===== config.mk =====
export PLATFORM = sky130hd
export DESIGN_NAME = dbc_regs
export DESIGN_NICKNAME = d
export VERILOG_FILES = /design/src/dbc_pkg.sv /design/src/dbc_regs.sv
export SDC_FILE = /design/constraint.sdc
export NUM_CORES = 1
export LEC_CHECK = 0
export ABC_AREA = 0
export BUFFER_PORTS_ARGS = -buffer_cell sky130_fd_sc_hd__buf_2
export CORE_MARGIN = 2
export CORE_UTILIZATION = 35
export DETAILED_ROUTE_END_ITERATION = 7
export MAX_ROUTING_LAYER = met4
export PLACE_DENSITY = 0.62
export SLEW_MARGIN = 30
export SYNTH_ARGS = -nofsm -noshare
export SYNTH_HDL_FRONTEND = slang
export SYNTH_SLANG_ARGS = --single-unit

===== constraint.sdc =====
create_clock -name clk -period 7.75 [get_ports clk]
set_input_delay 0.3875 -clock clk [delete_from_list [all_inputs] [get_ports clk]]
set_output_delay 0.3875 -clock clk [all_outputs]
set_load 0.03 [all_outputs]

===== src/dbc_pkg.sv =====
// Purpose: Constants and carrier types for the dual buck control register slice.
// Assumes: Eight-bit register map, one logic clock, synchronous active-low reset.
// Notes:   Decoded figures are in mA, mV and 0.01 mV/us units.
`default_nettype none
package dbc_pkg;
	// Register offsets
	localparam logic [7:0] OFS_FIRST_LIMIT_SLEW  = 8'h03;
	localparam logic [7:0] OFS_SECOND_CONTROL    = 8'h04;
	localparam logic [7:0] OFS_SECOND_LIMIT_SLEW = 8'h05;
	localparam logic [7:0] OFS_FIRST_VOLT_CODE   = 8'h06;
	localparam logic [7:0] OFS_SECOND_VOLT_CODE  = 8'h07;
	// Field positions
	localparam int POS_LIMIT       = 3;
	localparam int POS_RAMP        = 0;
	localparam int POS_FORCED_PWM  = 3;
	localparam int POS_DISCHARGE   = 2;
	localparam int POS_PIN_GATING  = 1;
	localparam int POS_SW_ENABLE   = 0;
	// Reset values
	localparam logic [7:0] RST_LIMIT_SLEW  = 8'h2a;
	localparam logic [7:0] RST_CONTROL     = 8'h07;
	localparam logic [7:0] RST_FIRST_VOLT  = 8'h6b;
	localparam logic [7:0] RST_SECOND_VOLT = 8'h59;
	// Current limit decode, mA
	localparam logic [11:0] LIMIT_BASE_MA = 12'd1500;
	localparam logic [11:0] LIMIT_STEP_MA = 12'd500;
	localparam logic [2:0]  LIMIT_MAX_CODE = 3'h5;
	// Voltage regions, mV
	localparam logic [7:0]  VREG_A_LO = 8'h14;
	localparam logic [7:0]  VREG_B_LO = 8'h18;
	localparam logic [7:0]  VREG_C_LO = 8'h9e;
	localparam logic [11:0] VREG_A_BASE = 12'd700;
	localparam logic [11:0] VREG_B_BASE = 12'd735;
	localparam logic [11:0] VREG_C_BASE = 12'd1420;
	localparam logic [11:0] VREG_A_STEP = 12'd10;
	localparam logic [11:0] VREG_B_STEP = 12'd5;
	localparam logic [11:0] VREG_C_STEP = 12'd20;
	// Ramp rates in 0.01 mV/us
	localparam logic [9:0] RAMP_C2 = 10'd1000;
	localparam logic [9:0] RAMP_C3 = 10'd750;
	localparam logic [9:0] RAMP_C4 = 10'd380;
	localparam logic [9:0] RAMP_C5 = 10'd190;
	localparam logic [9:0] RAMP_C6 = 10'd94;
	localparam logic [9:0] RAMP_C7 = 10'd47;

	// Decoded settings of one converter
	typedef struct packed {
		logic [2:0]  limit_code;
		logic [11:0] limit_ma;
		logic [2:0]  ramp_code;
		logic [9:0]  ramp_rate;
		logic [7:0]  volt_code;
		logic [11:0] vout_mv;
	} dbc_conv_t;

	// All state of the register slice
	typedef struct packed {
		logic [7:0] first_buck_limit_slew;
		logic [7:0] second_buck_control;
		logic [7:0] second_buck_limit_slew;
		logic [7:0] first_buck_voltage_code;
		logic [7:0] second_buck_voltage_code;
		logic [7:0] rdata;
		logic       rvalid;
	} dbc_state_t;
endpackage : dbc_pkg
`default_nettype wire


===== src/dbc_regs.sv =====
// Purpose: Register slice for two buck converters behind the serial port's register access.
// Assumes: The serial front end presents one-cycle write and read strobes with address.
// Notes:   Decoded outputs follow the registers combinationally; read data is registered.
`timescale 1ns/1ns
`default_nettype none
module dbc_regs
	import dbc_pkg::*;
(
	input  wire logic       clk,            // Logic clock, 20 MHz
	input  wire logic       nrst,           // Synchronous reset, active low
	input  wire logic       reg_wr,         // Write strobe, one cycle
	input  wire logic       reg_rd,         // Read strobe, one cycle
	input  wire logic [7:0] reg_addr,       // Register offset
	input  wire logic [7:0] reg_wdata,      // Write data
	output logic      [7:0] reg_rdata,      // Read data, registered
	output logic            reg_rvalid,     // Read data valid, one cycle
	input  wire logic       en_pin,         // External enable pin level
	output dbc_conv_t       first_conv,     // First converter settings
	output dbc_conv_t       second_conv,    // Second converter settings
	output logic            second_conv_forced_pwm,   // Forced PWM select
	output logic            second_conv_pin_gating,   // Pin gating select
	output logic            second_conv_sw_enable,    // Software enable bit
	output logic            second_conv_run,          // Converter enabled
	output logic            second_conv_discharge_on  // Discharge resistor applied
);

	dbc_state_t st_q;
	dbc_state_t st_d;

	// Current limit code to mA; reserved codes show zero
	function automatic logic [11:0] limit_ma_f(input logic [2:0] c);
		if (c > LIMIT_MAX_CODE) begin
			return 12'h000;
		end
		return LIMIT_BASE_MA + LIMIT_STEP_MA * {9'h000, c};
	endfunction : limit_ma_f

	// Ramp code to rate, used for both step directions
	function automatic logic [9:0] ramp_f(input logic [2:0] c);
		case (c)
			3'h2: return RAMP_C2;
			3'h3: return RAMP_C3;
			3'h4: return RAMP_C4;
			3'h5: return RAMP_C5;
			3'h6: return RAMP_C6;
			3'h7: return RAMP_C7;
			default: return 10'h000;
		endcase
	endfunction : ramp_f

	// Voltage code to mV over three step regions
	function automatic logic [11:0] vout_f(input logic [7:0] c);
		logic [11:0] cw;
		cw = {4'h0, c};
		if (c >= VREG_C_LO) begin
			return VREG_C_BASE + VREG_C_STEP * (cw - {4'h0, VREG_C_LO});
		end else if (c >= VREG_B_LO) begin
			return VREG_B_BASE + VREG_B_STEP * (cw - {4'h0, VREG_B_LO});
		end else if (c >= VREG_A_LO) begin
			return VREG_A_BASE + VREG_A_STEP * (cw - {4'h0, VREG_A_LO});
		end
		return 12'h000;
	endfunction : vout_f

	// Register writes and reads; all bits stored, reserved ones included
	always_comb begin
		st_d        = st_q;
		st_d.rvalid = 1'b0;
		if (reg_wr) begin
			if (reg_addr == OFS_FIRST_LIMIT_SLEW) begin
				st_d.first_buck_limit_slew = reg_wdata;
			end else if (reg_addr == OFS_SECOND_CONTROL) begin
				st_d.second_buck_control = reg_wdata;
			end else if (reg_addr == OFS_SECOND_LIMIT_SLEW) begin
				st_d.second_buck_limit_slew = reg_wdata;
			end else if (reg_addr == OFS_FIRST_VOLT_CODE) begin
				st_d.first_buck_voltage_code = reg_wdata;
			end else if (reg_addr == OFS_SECOND_VOLT_CODE) begin
				st_d.second_buck_voltage_code = reg_wdata;
			end
		end
		if (reg_rd) begin
			st_d.rvalid = 1'b1;
			if (reg_addr == OFS_FIRST_LIMIT_SLEW) begin
				st_d.rdata = st_q.first_buck_limit_slew;
			end else if (reg_addr == OFS_SECOND_CONTROL) begin
				st_d.rdata = st_q.second_buck_control;
			end else if (reg_addr == OFS_SECOND_LIMIT_SLEW) begin
				st_d.rdata = st_q.second_buck_limit_slew;
			end else if (reg_addr == OFS_FIRST_VOLT_CODE) begin
				st_d.rdata = st_q.first_buck_voltage_code;
			end else if (reg_addr == OFS_SECOND_VOLT_CODE) begin
				st_d.rdata = st_q.second_buck_voltage_code;
			end else begin
				st_d.rdata = 8'h00;
			end
		end
	end

	// State register with power-on defaults
	always_ff @(posedge clk) begin
		if (!nrst) begin
			st_q <= '{first_buck_limit_slew:    RST_LIMIT_SLEW,
			          second_buck_control:      RST_CONTROL,
			          second_buck_limit_slew:   RST_LIMIT_SLEW,
			          first_buck_voltage_code:  RST_FIRST_VOLT,
			          second_buck_voltage_code: RST_SECOND_VOLT,
			          rdata:                    8'h00,
			          rvalid:                   1'b0};
		end else begin
			st_q <= st_d;
		end
	end

	assign reg_rdata  = st_q.rdata;
	assign reg_rvalid = st_q.rvalid;

	// Decoded converter settings; reserved bits 7:6 not used
	always_comb begin
		first_conv.limit_code  = st_q.first_buck_limit_slew[POS_LIMIT +: 3];
		first_conv.limit_ma    = limit_ma_f(first_conv.limit_code);
		first_conv.ramp_code   = st_q.first_buck_limit_slew[POS_RAMP +: 3];
		first_conv.ramp_rate   = ramp_f(first_conv.ramp_code);
		first_conv.volt_code   = st_q.first_buck_voltage_code;
		first_conv.vout_mv     = vout_f(first_conv.volt_code);
		second_conv.limit_code = st_q.second_buck_limit_slew[POS_LIMIT +: 3];
		second_conv.limit_ma   = limit_ma_f(second_conv.limit_code);
		second_conv.ramp_code  = st_q.second_buck_limit_slew[POS_RAMP +: 3];
		second_conv.ramp_rate  = ramp_f(second_conv.ramp_code);
		second_conv.volt_code  = st_q.second_buck_voltage_code;
		second_conv.vout_mv    = vout_f(second_conv.volt_code);
	end

	// Second converter mode, enable and discharge
	assign second_conv_forced_pwm   = st_q.second_buck_control[POS_FORCED_PWM];
	assign second_conv_pin_gating   = st_q.second_buck_control[POS_PIN_GATING];
	assign second_conv_sw_enable    = st_q.second_buck_control[POS_SW_ENABLE];
	assign second_conv_run          = second_conv_sw_enable
	                                  & (en_pin | ~second_conv_pin_gating);
	assign second_conv_discharge_on = st_q.second_buck_control[POS_DISCHARGE]
	                                  & ~second_conv_run;

	// Checks on the decoded outputs and on register readback
	a_limit_live_update: assert property (@(posedge clk) disable iff (!nrst)
		reg_wr && reg_addr == OFS_SECOND_LIMIT_SLEW
		|=> second_conv.limit_code == $past(reg_wdata[5:3]))
		else $error("current limit not applied after write");
	a_limit_ma_value: assert property (@(posedge clk) disable iff (!nrst)
		first_conv.limit_code <= 3'h5
		|-> first_conv.limit_ma == 12'd1500 + 12'd500 * {9'h000, first_conv.limit_code})
		else $error("current limit decode wrong");
	a_ramp_code_two: assert property (@(posedge clk) disable iff (!nrst)
		second_conv.ramp_code == 3'h2 |-> second_conv.ramp_rate == 10'd1000)
		else $error("ramp code two decode wrong");
	a_ramp_held_steady: assert property (@(posedge clk) disable iff (!nrst)
		!(reg_wr && reg_addr == OFS_FIRST_LIMIT_SLEW) |=> $stable(first_conv.ramp_rate))
		else $error("ramp rate moved without write");
	a_forced_pwm_bit: assert property (@(posedge clk) disable iff (!nrst)
		reg_wr && reg_addr == OFS_SECOND_CONTROL
		|=> second_conv_forced_pwm == $past(reg_wdata[3]))
		else $error("forced pwm bit wrong");
	a_discharge_idle: assert property (@(posedge clk) disable iff (!nrst)
		second_conv_run |-> !second_conv_discharge_on)
		else $error("discharge while running");
	a_sw_only_ctrl: assert property (@(posedge clk) disable iff (!nrst)
		!second_conv_pin_gating |-> second_conv_run == second_conv_sw_enable)
		else $error("pin affects run without gating");
	a_sw_enable_off: assert property (@(posedge clk) disable iff (!nrst)
		reg_wr && reg_addr == OFS_SECOND_CONTROL && !reg_wdata[0] |=> !second_conv_run)
		else $error("converter runs after software disable");
	a_pin_gate_run: assert property (@(posedge clk) disable iff (!nrst)
		second_conv_pin_gating && !en_pin |-> !second_conv_run)
		else $error("converter runs with pin low");
	a_vout_low_band: assert property (@(posedge clk) disable iff (!nrst)
		first_conv.volt_code == 8'h17 |-> first_conv.vout_mv == 12'd730)
		else $error("low band voltage wrong");
	a_vout_mid_band: assert property (@(posedge clk) disable iff (!nrst)
		first_conv.volt_code == 8'h9d |-> first_conv.vout_mv == 12'd1400)
		else $error("mid band voltage wrong");
	a_vout_high_band: assert property (@(posedge clk) disable iff (!nrst)
		second_conv.volt_code == 8'hff |-> second_conv.vout_mv == 12'd3360)
		else $error("high band voltage wrong");
	a_reserved_readback: assert property (@(posedge clk) disable iff (!nrst)
		reg_wr && reg_addr == OFS_FIRST_LIMIT_SLEW ##1 reg_rd && !reg_wr
		&& reg_addr == OFS_FIRST_LIMIT_SLEW
		|=> reg_rvalid && reg_rdata == $past(reg_wdata, 2))
		else $error("readback differs from write");

	// Read valid is a one-cycle answer to each read strobe
	a_read_valid_next: assert property (@(posedge clk) disable iff (!nrst)
		reg_rd |=> reg_rvalid)
		else $error("read valid missing after read strobe");
	a_read_valid_drop: assert property (@(posedge clk) disable iff (!nrst)
		!reg_rd |=> !reg_rvalid)
		else $error("read valid without read strobe");

	// Live limit update, discharge bit and enable gating
	a_first_limit_update: assert property (@(posedge clk) disable iff (!nrst)
		reg_wr && reg_addr == OFS_FIRST_LIMIT_SLEW
		|=> first_conv.limit_code == $past(reg_wdata[5:3]))
		else $error("first current limit not applied after write");
	a_discharge_bit_off: assert property (@(posedge clk) disable iff (!nrst)
		reg_wr && reg_addr == OFS_SECOND_CONTROL && !reg_wdata[2]
		|=> !second_conv_discharge_on)
		else $error("discharge applied with bit clear");
	a_pin_gate_both: assert property (@(posedge clk) disable iff (!nrst)
		second_conv_pin_gating && second_conv_sw_enable && en_pin |-> second_conv_run)
		else $error("converter stopped with bit and pin high");

	// Ramp and voltage decode end points
	a_ramp_code_seven: assert property (@(posedge clk) disable iff (!nrst)
		first_conv.ramp_code == 3'h7 |-> first_conv.ramp_rate == 10'd47)
		else $error("ramp code seven decode wrong");
	a_vout_low_start: assert property (@(posedge clk) disable iff (!nrst)
		first_conv.volt_code == 8'h14 |-> first_conv.vout_mv == 12'd700)
		else $error("low band start voltage wrong");
	a_vout_mid_start: assert property (@(posedge clk) disable iff (!nrst)
		second_conv.volt_code == 8'h18 |-> second_conv.vout_mv == 12'd735)
		else $error("mid band start voltage wrong");
	a_vout_high_start: assert property (@(posedge clk) disable iff (!nrst)
		second_conv.volt_code == 8'h9e |-> second_conv.vout_mv == 12'd1420)
		else $error("high band start voltage wrong");

endmodule : dbc_regs
`default_nettype wire


==> run_results.csv <==
group,metric,value,unit
cts,cts_buffer_depth,2,
cells_and_area,area_growth,8.49,%
timing,maxSlewViolCount,0,
die,die_h,154,um
yosys,ys_warn_count,0,
worst_setup_path,crit_path_max_incr_delay,0.65,ns
yosys,synth_top_cells_by_area,"ha_1 (20%), dfxtp_1 (12%), fa_1 (6.1%)",
die,die_w,154,um
global_routing,antenna_found_initial,0,
timing,max_slew_margin,0.451,
timing,rsz0062_at_grt,"false",
yosys,synth.ff_latch_count,49,
worst_setup_path,cp_cell_sequence,"inv_1, ha_1, a21oi_1, nand2_1, xnor2_1, ha_1, ha_1, inv_1, a211oi_1, nor4b_1, a211oi_1, a21oi_1, o21ai_0, o21ai_0, a211oi_1, buf_2",
worst_setup_path,cp_max_fo,9,
timing,hold_viol_final,0,
worst_setup_path,path_class,"flop to primary output",
power_and_ir_drop,ir_worst_vdd,87.1,uV
yosys,post-synth-top-count-cell,"ha_1",
timing,setup_violations,0,
flow_run,maxCapViolCount,0,
yosys,synthTopCellsByCount,"ha_1 (129), nand2_1 (84), inv_1 (79)",
power_and_ir_drop,power.total,0.545,mW
cts,cts_setup_buffers,0,
global_routing,overflow,0,
die,core,22400,um2
die,row_count,55,
cts,cts_tree,"yes",
cts,cts-buffers-inserted,5,
worst_setup_path,endpoint_kind,"primary output",
timing,timing.fmax,0.204,GHz
yosys,synth_edf_count,0,
worst_setup_path,arrival,4.52,ns
yosys,synth_top_area_share,0.204,
die,initial_core_util,0.353,
yosys,yosysTopAreaCell,"ha_1",
routing,first_pass_iters,5,
routing,vias_per_cell,5.12,
die,io-pin-count,131,
cells_and_area,n_antenna_cell,0,
yosys,netlist_area,7920,um2
power_and_ir_drop,pwr_density_cell,63.5,nW/um2
cts,cts_hold_buf,0,
outcome,status,"finished, final reports clean",
min_path,hold_start,"reg_wdata[7]",
min_path,hold_class,"input pin to flop",
cts,cts_root_buffer,"clkbuf_16",
global_routing,grt_pass1_wl,32.3,mm
placed_design,place_congestion,0.863,
global_routing,grt_pass1_vias,6367,
cells_and_area,layout.cells.non_filler,1318,
routing,route.antenna.remaining_nets,0,
timing,finClkSkew,0.00485,ns
routing,first_iter_violations,365,
cts,clock-sinks,49,
worst_setup_path,crit_path_start_kind,"flop",
yosys,syn_area_per_cell,8.13,um2
global_routing,grt_usage,0.168,
cts,cts_max_level,2,
timing,tightest_slew,0.818,ns
worst_setup_path,slowest_stage,"dfxtp_1",
worst_setup_path,crit_start,"first_conv[15]",
worst_setup_path,critPathRequiredTime,7.36,ns
yosys,synthArstFlopShare,0,
cts,post_cts_resized,0,
cells_and_area,num-nets-final,1208,
power_and_ir_drop,leakagePower,4.14,nW
placed_design,hpwl,15.9,mm
global_routing,grt_max_degree,50,
timing,final.min_clock_period,4.91,ns
yosys,synth_flop_cell,"dfxtp_1",
yosys,ys_types,75,
die,fp.dieArea,23800,um2
routing,wl_per_cell,15.1,um
yosys,yosysSeqAreaShare,0.124,
placed_design,io_buffers,126,
routing,routed_wl,19.9,mm
timing,fin_crit_sh,0.634,
timing,tns,0,ns
yosys,syn_inst,974,
routing,vias,6745,
placed_design,dp.cells,1311,
cells_and_area,drive_gt1_frac,0.156,
cts,clk_pin_slew_worst_paths,0.06,ns
worst_setup_path,timing.rr.start,"first_conv[13]",
cts,clk_latency,0.29,ns
routing,drcViolationCount,0,
worst max-delay path: cells and delay by family, from the launching register on:
| family | cells | cell delay [ns] |
|---|---|---|
| buf+inv | 3 | 0.58 |
| simple gates | 2 | 0.22 |
| flops | 1 | 0.65 |
| fa+ha+maj | 3 | 0.88 |
| compound gates | 7 | 1.63 |
| xor+xnor | 1 | 0.28 |
per-layer routing:
metal / share of wire / GRT usage
met1: 0.49 / 0.228
met4: 0.010 / 0.0243
met3: 0.050 / 0.0233
met2: 0.45 / 0.275
met5: 0 / -
through the flow:
stage               cell area (um2)  utilization  hold WS (ns)  worst slack [ns]
floorplan                      7930            -         0.440              3.50
finish                         8590        0.383         0.415              2.84
detailed placement             8450        0.377         0.460              3.15
global placement               8450        0.377         0.455              3.16
global route                   8590        0.383         0.424              2.50
CTS                            8580        0.382         0.414              2.79
where the power goes:
part	leakage (nW)	internal (mW)	total (mW)	switching, mW
clock	0.0655	0.115	0.203	0.0877
sequential	0.397	0.254	0.256	0.00194
combinational	3.68	0.0301	0.0856	0.0554
total	4.14	0.400	0.545	0.145
logic make-up after synthesis:
group                      share of synthesized area
other                                       0.000474
buffers and inverters                         0.0985
and+or+nand+nor                                0.173
muxes                                         0.0539
adders and majority gates                      0.266
AOI/OAI and AO/OA                              0.177
DFF                                            0.124
xor gates and xnor gates                       0.107
area by class of cell:
class	instances	area, um2
Clock buffer	5	125
Clock inverter	1	5.00
Fill cell	2315	13800
Inverter	79	297
Multi-Input combinational cell	770	6170
Sequential cell	49	981
Tap cell	285	357
Timing Repair Buffer	129	657
cells in the final DEF, fill, tap and decap left out, types with 3 or more instances in the layout:
cell type  count
o21a_1         4
fa_1          24
nand2b_1       9
a211oi_1      25
xor2_1        45
a22oi_1        3
nand2_1       84
mux2_2         3
o211ai_1      13
o211a_1        8
and3_1         9
a32oi_1        5
xnor2_1       44
nand3_1       22
nor3_1        17
nor2_1        71
clkbuf_16      5
or3_1          4
o21ai_0       42
nor2b_1       29
a21boi_0      13
buf_2        126
and2_1         3
nand3b_1       4
inv_1         79
mux4_2         5
o31ai_1        5
mux2i_1       28
a31oi_1        3
or2_2          5
dfxtp_1       49
a21o_1        13
ha_1         129
conb_1         4
a21oi_1       51
final timing paths:
path	end	slack, ns	cells past startpoint
max	first_conv[10]	2.84	16
min	st_q[32]	0.41	3
max reg2reg	reg_rdata[1]	6.05	4
min reg2reg	st_q[48]	0.46	2
sequential cells by signal (all words and copies together) (netlist names):
| signal | flops |
|---|---|
| first_conv | 14 |
| reg_rdata | 8 |
| second_conv_sw_enable | 1 |
| second_conv | 14 |
| second_conv_forced_pwm | 1 |
| second_conv_pin_gating | 1 |
| reg_rvalid | 1 |
| st_q | 9 |
(Power assumes the default switching activity.)
